`config.mk`:
```
export PLATFORM = sky130hd
export DESIGN_NAME = smd_top
export DESIGN_NICKNAME = d
export VERILOG_FILES = /design/src/inc/smd_pkg.sv /design/src/logic/smd_edge_meas.sv /design/src/logic/smd_top.sv
export SDC_FILE = /design/constraint.sdc
export NUM_CORES = 1
export LEC_CHECK = 0
export ABC_AREA = 1
export BUFFER_PORTS_ARGS = -buffer_cell sky130_fd_sc_hd__clkbuf_2
export CAP_MARGIN = 10
export CELL_PAD_IN_SITES_DETAIL_PLACEMENT = 0
export CELL_PAD_IN_SITES_GLOBAL_PLACEMENT = 2
export CORE_MARGIN = 3
export CORE_UTILIZATION = 38
export DETAILED_ROUTE_END_ITERATION = 12
export HOLD_SLACK_MARGIN = 0.06
export PLACE_DENSITY_LB_ADDON = 0.2
export SYNTH_ARGS = -nofsm -noshare
export SYNTH_HDL_FRONTEND = slang
export SYNTH_SLANG_ARGS = --single-unit
```
`constraint.sdc`:
```
create_clock -name mclk_in -period 2.6 [get_ports mclk_in]
set_input_delay 0.13 -clock mclk_in [delete_from_list [all_inputs] [get_ports mclk_in]]
set_output_delay 0.13 -clock mclk_in [all_outputs]
set_load 0.02 [all_outputs]
```
`src/inc/smd_pkg.sv`:
```
// Constants for the sync mode detector
package smd_pkg;
   localparam logic [7:0] SMD_ADDR_HFP = 8'h00_f6;
   localparam logic [7:0] SMD_ADDR_HFPW = 8'h00_f7;
   localparam logic [7:0] SMD_ADDR_CST = 8'h00_f8;
   localparam logic [7:0] SMD_ADDR_VFP = 8'h00_f9;
   localparam logic [7:0] SMD_ADDR_VFPW = 8'h00_fa;
   localparam logic [7:0] SMD_ADDR_PUL = 8'h00_fb;
   localparam logic [7:0] SMD_ADDR_HCNT = 8'h00_fc;
   localparam logic [7:0] SMD_ADDR_VCNT = 8'h00_fd;
   localparam logic [7:0] SMD_ADDR_LOWN = 8'h00_fe;
   localparam int SMD_BIT_EN = 7;
   localparam int SMD_BIT_CHG = 6;
   localparam int SMD_BIT_HALF = 5;
   localparam int SMD_BIT_HSEL = 4;
   localparam int SMD_BIT_HPRES = 3;
   localparam int SMD_BIT_VPRES = 2;
   localparam int SMD_BIT_HPOL = 1;
   localparam int SMD_BIT_VPOL = 0;
   localparam int SMD_BIT_VSEL = 7;
   localparam int SMD_BIT_WHITE = 0;
   localparam int SMD_BIT_HATCH = 1;
   localparam int SMD_BIT_FORCE = 2;
   localparam logic [7:0] SMD_CST_RST = 8'h00_80;
   localparam logic [7:0] SMD_RW_RST = 8'h00_00;
   localparam int SMD_CW = 12;
   localparam int SMD_HLINES = 4;
   localparam logic [SMD_CW-1:0] SMD_CMAX = 12'h0_fff;
   // Absence timeout in detect clock ticks
   localparam logic [15:0] SMD_ABSENT_TICKS = 16'hffff;
   // Free-run period scale: last divider count, one period unit is this plus one ticks
   localparam logic [3:0] SMD_FR_SCALE = 4'h0_f;
   localparam logic [3:0] SMD_HATCH_GRID = 4'h0_f;
endpackage

```
`src/logic/smd_edge_meas.sv`:
```
// One sync channel: polarity, presence and period count
`timescale 1ns/10ps
`default_nettype none
module smd_edge_meas (
   input wire logic mclk_in,
   input wire logic nrst_in,
   input wire logic tick_in,
   input wire logic enable_in,
   input wire logic sync_in,
   input wire logic [2:0] edges_in,
   output logic present_out,
   output logic neg_pol_out,
   output logic meas_out,
   output logic [smd_pkg::SMD_CW-1:0] count_out
);
   import smd_pkg::*;

   logic prev_r;
   logic [15:0] hi_r;
   logic [15:0] lo_r;
   logic [15:0] idle_r;
   logic [SMD_CW-1:0] run_r;
   logic [2:0] edg_r;
   logic lead_edge;

   // Active edge is the start of the shorter phase
   assign lead_edge = neg_pol_out ? (prev_r & ~sync_in) : (~prev_r & sync_in);

   ////////////////////////////////////////////////////////////////
   always_ff @(posedge mclk_in or negedge nrst_in) begin
      if (!nrst_in) begin
         prev_r <= 1'b0;
         hi_r <= '0;
         lo_r <= '0;
      end else if (tick_in && enable_in) begin
         prev_r <= sync_in;
         // Phase counts restart each active edge
         if (lead_edge) begin
            hi_r <= '0;
            lo_r <= '0;
         end else begin
            if (sync_in && hi_r != 16'hffff) hi_r <= hi_r + 16'h0001;
            if (!sync_in && lo_r != 16'hffff) lo_r <= lo_r + 16'h0001;
         end
      end
   end

   // Polarity from duty: longer high phase means negative sync
   always_ff @(posedge mclk_in or negedge nrst_in) begin
      if (!nrst_in) begin
         neg_pol_out <= 1'b0;
      end else if (tick_in && enable_in && lead_edge && present_out) begin
         neg_pol_out <= (hi_r > lo_r);
      end
   end

   always_ff @(posedge mclk_in or negedge nrst_in) begin
      if (!nrst_in) begin
         idle_r <= '0;
         present_out <= 1'b0;
      end else if (tick_in && enable_in) begin
         if (prev_r != sync_in) begin
            idle_r <= '0;
            present_out <= 1'b1;
         end else if (idle_r == SMD_ABSENT_TICKS) begin
            present_out <= 1'b0;
         end else begin
            idle_r <= idle_r + 16'h0001;
         end
      end
   end

   // Period count over edges_in active edges
   always_ff @(posedge mclk_in or negedge nrst_in) begin
      if (!nrst_in) begin
         run_r <= '0;
         edg_r <= '0;
         count_out <= '0;
         meas_out <= 1'b0;
      end else begin
         meas_out <= 1'b0;
         if (tick_in && enable_in) begin
            if (run_r != SMD_CMAX) run_r <= run_r + 12'h0_001;
            if (lead_edge) begin
               if (edg_r + 3'd1 >= edges_in) begin
                  count_out <= run_r;
                  meas_out <= 1'b1;
                  // Edge tick opens the next window
                  run_r <= 12'h001;
                  edg_r <= '0;
               end else begin
                  edg_r <= edg_r + 3'd1;
               end
            end
         end
      end
   end
endmodule
`default_nettype wire

```
`src/logic/smd_top.sv`:
```
// Sync mode detector with free-run sync and test patterns
`timescale 1ns/10ps
`default_nettype none
module smd_top (
   input wire logic mclk_in,
   input wire logic nrst_in,
   input wire logic idle_in,
   input wire logic hsync_pin_in,
   input wire logic vsync_pin_in,
   input wire logic csync_pin_in,
   input wire logic [7:0] sfr_addr_in,
   input wire logic [7:0] sfr_wdata_in,
   input wire logic sfr_wr_in,
   input wire logic sfr_rd_in,
   output logic [7:0] sfr_rdata_out,
   output logic hsync_out,
   output logic vsync_out,
   output logic freerun_out,
   output logic video_out
);
   import smd_pkg::*;

   typedef enum logic [3:0] {
      SMD_ON = 4'b0001,
      SMD_STBY = 4'b0010,
      SMD_SUSP = 4'b0100,
      SMD_OFF = 4'b1000
   } smd_pwr_t;

   logic [1:0] hs_sync_r;
   logic [1:0] vs_sync_r;
   logic [1:0] cs_sync_r;
   logic [7:0] cst_r;
   logic [7:0] hfp_r;
   logic [7:0] hfpw_r;
   logic [7:0] vfp_r;
   logic [7:0] vfpw_r;
   logic [7:0] pul_r;
   logic half_r;
   logic tick;
   logic h_sel;
   logic v_sep_r;
   logic [7:0] csep_cnt_r;
   logic v_sel;
   logic h_pres;
   logic v_pres;
   logic h_neg;
   logic v_neg;
   logic h_meas;
   logic v_meas;
   logic [SMD_CW-1:0] h_cnt;
   logic [SMD_CW-1:0] v_cnt;
   logic [SMD_CW-1:0] h_last_r;
   logic [SMD_CW-1:0] v_last_r;
   logic [1:0] pol_last_r;
   logic chg_r;
   logic chg_set;
   logic det_en;
   smd_pwr_t pwr_r;
   logic [3:0] hdiv_r;
   logic [9:0] hcnt_fr_r;
   logic [9:0] vcnt_fr_r;
   logic [3:0] grid_r;
   logic fr_on;

   ////////////////////////////////////////////////////////////////
   function automatic logic [9:0] smd_period(input logic [7:0] hi, input logic [7:0] lo);
      smd_period = {hi, lo[6:5]};
   endfunction

   always_ff @(posedge mclk_in or negedge nrst_in) begin
      if (!nrst_in) begin
         hs_sync_r <= '0;
         vs_sync_r <= '0;
         cs_sync_r <= '0;
      end else begin
         hs_sync_r <= {hs_sync_r[0], hsync_pin_in};
         vs_sync_r <= {vs_sync_r[0], vsync_pin_in};
         cs_sync_r <= {cs_sync_r[0], csync_pin_in};
      end
   end

   // Detect clock enable: every cycle or every other
   always_ff @(posedge mclk_in or negedge nrst_in) begin
      if (!nrst_in) begin
         half_r <= 1'b0;
      end else begin
         half_r <= ~half_r;
      end
   end
   assign tick = cst_r[SMD_BIT_HALF] ? half_r : 1'b1;

   // Idle input deliberately not used to gate anything
   assign det_en = cst_r[SMD_BIT_EN];
   assign h_sel = cst_r[SMD_BIT_HSEL] ? cs_sync_r[1] : hs_sync_r[1];

   // Vertical separated from composite: long low phase
   always_ff @(posedge mclk_in or negedge nrst_in) begin
      if (!nrst_in) begin
         csep_cnt_r <= '0;
         v_sep_r <= 1'b0;
      end else if (tick) begin
         if (cs_sync_r[1]) begin
            csep_cnt_r <= '0;
            v_sep_r <= 1'b0;
         end else if (csep_cnt_r != 8'h00_ff) begin
            csep_cnt_r <= csep_cnt_r + 8'h00_01;
         end else begin
            v_sep_r <= 1'b1;
         end
      end
   end
   assign v_sel = hfpw_r[SMD_BIT_VSEL] ? v_sep_r : vs_sync_r[1];

   smd_edge_meas u_hmeas (
      .mclk_in(mclk_in),
      .nrst_in(nrst_in),
      .tick_in(tick),
      .enable_in(det_en),
      .sync_in(h_sel),
      .edges_in(3'(SMD_HLINES)),
      .present_out(h_pres),
      .neg_pol_out(h_neg),
      .meas_out(h_meas),
      .count_out(h_cnt)
   );

   smd_edge_meas u_vmeas (
      .mclk_in(mclk_in),
      .nrst_in(nrst_in),
      .tick_in(tick),
      .enable_in(det_en),
      .sync_in(v_sel),
      .edges_in(3'd1),
      .present_out(v_pres),
      .neg_pol_out(v_neg),
      .meas_out(v_meas),
      .count_out(v_cnt)
   );

   ////////////////////////////////////////////////////////////////
   assign chg_set = (h_meas && h_cnt != h_last_r) || (v_meas && v_cnt != v_last_r)
      || ({h_neg, v_neg} != pol_last_r);

   always_ff @(posedge mclk_in or negedge nrst_in) begin
      if (!nrst_in) begin
         h_last_r <= '0;
         v_last_r <= '0;
         pol_last_r <= '0;
      end else begin
         if (h_meas) h_last_r <= h_cnt;
         if (v_meas) v_last_r <= v_cnt;
         pol_last_r <= {h_neg, v_neg};
      end
   end

   // Flag falls after a clean unchanged vertical measurement
   always_ff @(posedge mclk_in or negedge nrst_in) begin
      if (!nrst_in) begin
         chg_r <= 1'b0;
      end else if (chg_set) begin
         chg_r <= 1'b1;
      end else if (v_meas || (sfr_wr_in && sfr_addr_in == SMD_ADDR_CST
                              && !sfr_wdata_in[SMD_BIT_CHG])) begin
         chg_r <= 1'b0;
      end
   end

   ////////////////////////////////////////////////////////////////
   always_ff @(posedge mclk_in or negedge nrst_in) begin
      if (!nrst_in) begin
         cst_r <= SMD_CST_RST;
         hfp_r <= SMD_RW_RST;
         hfpw_r <= SMD_RW_RST;
         vfp_r <= SMD_RW_RST;
         vfpw_r <= SMD_RW_RST;
         pul_r <= SMD_RW_RST;
      end else if (sfr_wr_in) begin
         unique case (sfr_addr_in)
            SMD_ADDR_CST: cst_r <= {sfr_wdata_in[7], 1'b0, sfr_wdata_in[5:4], 4'h0};
            SMD_ADDR_HFP: hfp_r <= sfr_wdata_in;
            SMD_ADDR_HFPW: hfpw_r <= sfr_wdata_in;
            SMD_ADDR_VFP: vfp_r <= sfr_wdata_in;
            SMD_ADDR_VFPW: vfpw_r <= {2'b00, sfr_wdata_in[5:0]};
            SMD_ADDR_PUL: pul_r <= sfr_wdata_in;
            default: ;
         endcase
      end
   end

   always_ff @(posedge mclk_in or negedge nrst_in) begin
      if (!nrst_in) begin
         sfr_rdata_out <= '0;
      end else if (sfr_rd_in) begin
         unique case (sfr_addr_in)
            SMD_ADDR_CST: sfr_rdata_out <= {cst_r[7], chg_r, cst_r[5:4],
                                             h_pres, v_pres, h_neg, v_neg};
            SMD_ADDR_HFP: sfr_rdata_out <= hfp_r;
            SMD_ADDR_HFPW: sfr_rdata_out <= hfpw_r;
            SMD_ADDR_VFP: sfr_rdata_out <= vfp_r;
            SMD_ADDR_VFPW: sfr_rdata_out <= vfpw_r;
            SMD_ADDR_PUL: sfr_rdata_out <= pul_r;
            SMD_ADDR_HCNT: sfr_rdata_out <= h_last_r[11:4];
            SMD_ADDR_VCNT: sfr_rdata_out <= v_last_r[11:4];
            SMD_ADDR_LOWN: sfr_rdata_out <= {v_last_r[3:0], h_last_r[3:0]};
            default: sfr_rdata_out <= 8'h00_00;
         endcase
      end
   end

   ////////////////////////////////////////////////////////////////
   // Power state from sync presence
   always_ff @(posedge mclk_in or negedge nrst_in) begin
      if (!nrst_in) begin
         pwr_r <= SMD_ON;
      end else begin
         unique case ({h_pres, v_pres})
            2'b11: pwr_r <= SMD_ON;
            2'b01: pwr_r <= SMD_STBY;
            2'b10: pwr_r <= SMD_SUSP;
            2'b00: pwr_r <= SMD_OFF;
         endcase
      end
   end
   assign fr_on = (pwr_r != SMD_ON) || pul_r[SMD_BIT_FORCE];

   // Free-running sync generators
   always_ff @(posedge mclk_in or negedge nrst_in) begin
      if (!nrst_in) begin
         hdiv_r <= '0;
         hcnt_fr_r <= '0;
         vcnt_fr_r <= '0;
         grid_r <= '0;
      end else if (tick) begin
         hdiv_r <= (hdiv_r == SMD_FR_SCALE) ? 4'h0_0 : hdiv_r + 4'h0_1;
         if (hdiv_r == SMD_FR_SCALE) begin
            if (hcnt_fr_r + 10'h001 >= smd_period(hfp_r, hfpw_r)) begin
               hcnt_fr_r <= '0;
               vcnt_fr_r <= (vcnt_fr_r + 10'h001 >= smd_period(vfp_r, vfpw_r << 1)) ? 10'h000
                            : vcnt_fr_r + 10'h001;
            end else begin
               hcnt_fr_r <= hcnt_fr_r + 10'h001;
            end
            grid_r <= grid_r + 4'h0_1;
         end
      end
   end

   always_ff @(posedge mclk_in or negedge nrst_in) begin
      if (!nrst_in) begin
         hsync_out <= 1'b0;
         vsync_out <= 1'b0;
         freerun_out <= 1'b0;
         video_out <= 1'b0;
      end else begin
         freerun_out <= fr_on;
         hsync_out <= fr_on ? (hcnt_fr_r < {5'h00, hfpw_r[4:0]}) : h_sel;
         vsync_out <= fr_on ? (vcnt_fr_r < {6'h00, vfpw_r[3:0]}) : v_sel;
         video_out <= fr_on && (pul_r[SMD_BIT_WHITE] ||
                      (pul_r[SMD_BIT_HATCH] && (hcnt_fr_r[3:0] == 4'h0_0 ||
                       vcnt_fr_r[3:0] == 4'h0_0)));
      end
   end

   ////////////////////////////////////////////////////////////////
   property p_en_reset;
      @(posedge mclk_in) $rose(nrst_in) |-> cst_r[SMD_BIT_EN];
   endproperty
   a_en_reset: assert property (p_en_reset) else $error("enable not set after reset");

   property p_chg_set;
      @(posedge mclk_in) disable iff (!nrst_in) chg_set |=> chg_r;
   endproperty
   a_chg_set: assert property (p_chg_set) else $error("change flag not raised");

   property p_chg_fall;
      @(posedge mclk_in) disable iff (!nrst_in) $fell(chg_r) |-> !$past(chg_set);
   endproperty
   a_chg_fall: assert property (p_chg_fall) else $error("flag fell during change");

   property p_tick_half;
      @(posedge mclk_in) disable iff (!nrst_in)
         cst_r[SMD_BIT_HALF] && $past(cst_r[SMD_BIT_HALF]) && $past(tick) |-> !tick;
   endproperty
   a_tick_half: assert property (p_tick_half) else $error("half clock ticks twice");

   property p_hsel;
      @(posedge mclk_in) disable iff (!nrst_in)
         cst_r[SMD_BIT_HSEL] |-> h_sel == cs_sync_r[1];
   endproperty
   a_hsel: assert property (p_hsel) else $error("composite not routed");

   property p_lown;
      @(posedge mclk_in) disable iff (!nrst_in)
         sfr_rd_in && sfr_addr_in == SMD_ADDR_LOWN |=> sfr_rdata_out[3:0] == $past(h_last_r[3:0]);
   endproperty
   a_lown: assert property (p_lown) else $error("low nibble wrong");

   property p_pwr;
      @(posedge mclk_in) disable iff (!nrst_in) !h_pres && !v_pres |=> ##1 freerun_out;
   endproperty
   a_pwr: assert property (p_pwr) else $error("no free run when off");

   property p_white;
      @(posedge mclk_in) disable iff (!nrst_in) fr_on && pul_r[SMD_BIT_WHITE] |=> video_out;
   endproperty
   a_white: assert property (p_white) else $error("white pattern missing");
endmodule
`default_nettype wire

```
==> run_results.csv <==
group,metric,value,unit
routing,wire_length_per_cell_after_detailed_routing,14.9,um
placed_design,gp_congestion,0.816,
setup_path,critical_path.max_fanout,28,
sta,setup-violations-final,0,
routing,detail_route.first_pass.iterations,5,
placed_design,dpl_cell_area,0.0179,mm^2
setup_path,regToRegStartpoint,"cst_r[4]",
clock_network,cts-htree-levels,2,
sta,finClkSkew,21.7,ps
floorplan,initial_core_util,38.9,%
sta,fmax,0.430,GHz
sta,timing_max_transition_violations_final,0,
setup_path,crit_path_top_delay_cell,"o21ai_4",
synth,syn-mean-instance-area,7.35,um^2
synth,synth_cell_type_count,46,
setup_path,setup.worst_path.end_class,"register",
clock_network,cts.root.buffer_cell,"clkbuf_16",
power_and_ir_drop,cellLeakagePower,9.33,nW
synth,synth-adder-area-share,5.91,%
setup_path,crit_required,3030,ps
sta,post-route-period-util,89.5,%
clock_network,clock-sinks,282,
final_layout,final_net_count,2476,
synth,synth_largest_area_cell,"dfrtp_1",
flow_run,max-cap-violations,0,
worst_hold_path,hold_class,"in -> async",
routing,detail-route-antenna-nets,0,
floorplan,design.core.area,0.0436,mm^2
sta,hold-worst-slack,136,ps
synth,synthTopCellsByArea,"dfrtp_1, nand2_1, ha_1, nand3_1, inv_1",
global_routing,grt_antenna_before_repair,0,
final_layout,final_cell_area,0.0193,mm^2
global_routing,number_of_global_route_vias_before_repair,14200,
synth,synthesis.area,0.0169,mm^2
sta,worst-slew-pin-transition,817,ps
synth,postSynth.asyncResetShare,100,%
run_status,run_status,"complete, no violations",
synth,synth.mux.area_fraction,0.465,%
floorplan,row_count,76,
routing,routed_wirelength,44400,um
sta,finalWorstPathRequiredPeriod,2330,ps
synth,yosys.cell_count.top_type,"nand2_1",
sta,timing.setup.tns,0,ps
synth,yosysWarningCount,0,
synth,synthCells,2304,
final_layout,final_util,44.4,%
global_routing,grt_overflow_total,0,
floorplan,die_w,217,um
final_layout,layout.filler_cells,4534,
global_routing,groute.usage.overall,19.3,%
global_routing,grt_max_degree,58,
final_layout,antenna-diode-count,0,
placed_design,place.port_buffers,34,
final_layout,fin_cells,2985,
clock_network,clockBufferDepth,3,
synth,synth_compound_area_share,9.31,%
synth,mappedNetlistNets,2408,
power_and_ir_drop,powerDensity,640,mW/mm^2
synth,synth_top_family_by_area,"simple AND/OR/NAND/NOR gates",
synth,synth.cells.most_frequent,"nand2_1, dfrtp_1, inv_1, nor2_1, nand3_1",
final_layout,syn_to_final_growth,14.1,%
setup_path,worst_path_largest_cell_delay,680,ps
floorplan,floorplan.die_area,0.0471,mm^2
placed_design,numPlacedInstances,2904,
synth,postSynthRegisterBits,282,
sta,post-route-worst-setup-slack,274,ps
synth,synth.top_cell.area_share,41.4,%
sta,setup_repair_after_global_routing_missed_its_margin,"true",
routing,routed.top_layer,"met4",
placed_design,hpwl,32200,um
sta,rel_slew_slack,45.3,%
synth,synth-edff-count,0,
clock_network,clkLatencyLatePin,550,ps
routing,route.layer.met1.wl,21100,um
clock_network,cts_buf_count,37,
routing,met2_length,20800,um
global_routing,grt_first_pass_wirelength,74500,um
floorplan,ios,36,
clock_network,clkTransAtPathRegs,60,ps
setup_path,critical_path.cell_chain,"o21ai_2 -> ha_1 -> inv_1 -> o21ai_4 -> inv_1 -> nand2_1 -> nand2_1",
power_and_ir_drop,worst_ir_drop_vdd,0.460,mV
routing,drtIter0Drc,934,
routing,post-route-drc-count,0,
synth,synth_seq_area_share,41.7,%
routing,vias_per_cell,4.87,
sta,timing.final.hold_violations,0,
synth,yosys.area_share.simple,31.2,%
routing,via_count,14500,
setup_path,worst-setup-path-type,"reg -> reg",
setup_path,timing.critical_path.from_type,"register",
synth,synthXorXnorAreaFrac,4.23,%
clock_network,tritoncts_clock_tree,"built",
final_layout,post_route_cells_drive_above_1_share,8.67,%
setup_path,startpoint,"cst_r[4]",
clock_network,cts.repair_timing.setup_buffer_count,0,
setup_path,worstPathArrival,2760,ps
power_and_ir_drop,power.total,12.4,mW
routing,met3_layer_wire_length_in_the_routed_design,1430,um
floorplan,height_of_the_chip,217,um
synth,ys.flop_type,"dfrtp_1",
placed_design,dp_slack,-73.1,ps
## worst max-delay path, delay by kind of cell (launching register included)
kind / cells / cell delay [ps]
fa+ha+maj: 1 / 220
simple gates: 2 / 160
compound gates: 2 / 1060
flops: 1 / 440
buf+inv: 2 / 310
## where the power goes
part | internal [mW] | switching, mW | total [mW]
registers | 4.72 | 0.341 | 5.06
logic | 0.671 | 1.33 | 2.01
clock network | 3.21 | 2.08 | 5.29
## cells in the final DEF (no fill, tap or decap), types with 16 or more instances in the layout
master / instances
o21ai_1: 17
inv_1: 243
clkbuf_2: 33
o21ai_0: 176
nand3_1: 197
clkbuf_16: 39
a21oi_1: 40
xor2_1: 58
buf_4: 27
nor2_1: 233
nand4_1: 36
nand2_1: 735
xnor2_1: 22
dfrtp_1: 277
ha_1: 80
o211ai_1: 16
## cell type report
| cell class | count | area [um^2] | share of cell area, % |
|---|---|---|---|
| Tap cell | 585 | 732 | 3.79 |
| Timing Repair Buffer | 79 | 613 | 3.17 |
| Multi-Input combinational cell | 1719 | 8710 | 45.1 |
| Inverter | 253 | 953 | 4.93 |
| Clock inverter | 17 | 176 | 0.913 |
| Sequential cell | 282 | 7060 | 36.5 |
| Clock buffer | 50 | 1080 | 5.57 |
## repair_timing
item	4_1_cts	5_1_grt
gates resized for setup	1	13
pin swaps	0	1
endpoints found under the hold margin	333	0
cloned	0	1
hold buffers	13	0
endpoints found under the setup margin	10	29
## kinds of logic after synthesis
kind of cell	after synthesis
AO/OA/AOI/OAI	284
adder cells (fa/ha/maj)	80
buffers and inverters	304
XOR/XNOR	81
multiplexers	7
AND/OR/NAND/NOR	1266
flip-flops	282
## worst paths after layout
| path | slack, ps | to | cells after the start |
|---|---|---|---|
| max in group asynchronous | 1690 | u_hmeas.lo_r[12] | 3 |
| worst max-delay path | 270 | u_hmeas.idle_r[3] | 7 |
| worst max register to register | 270 | u_hmeas.idle_r[3] | 7 |
| worst min register to register | 360 | cs_sync_r[1] | 0 |
| worst min-delay path | 140 | csep_cnt_r[5] | 2 |
| min in group mclk_in | 180 | cst_r[7] | 3 |
## flip-flops by register name (all words and copies together) (netlist names), 10 cells and up
signal	count
hcnt_fr_r	10
vcnt_fr_r	10
u_hmeas.count_out	12
u_vmeas.hi_r	16
u_hmeas.run_r	12
u_vmeas.idle_r	16
u_hmeas.hi_r	16
u_vmeas.run_r	12
u_hmeas.idle_r	16
h_last_r	12
u_vmeas.lo_r	16
v_last_r	12
u_hmeas.lo_r	16
u_vmeas.count_out	12
## routing by layer
layer | vias up | track usage, %
met5 | - | 0
met4 | 0 | 5.89
met3 | 63 | 2.43
met2 | 184 | 32.5
met1 | 6753 | 26.2
li1 | 7528 | -
(Power assumes the default switching activity.)
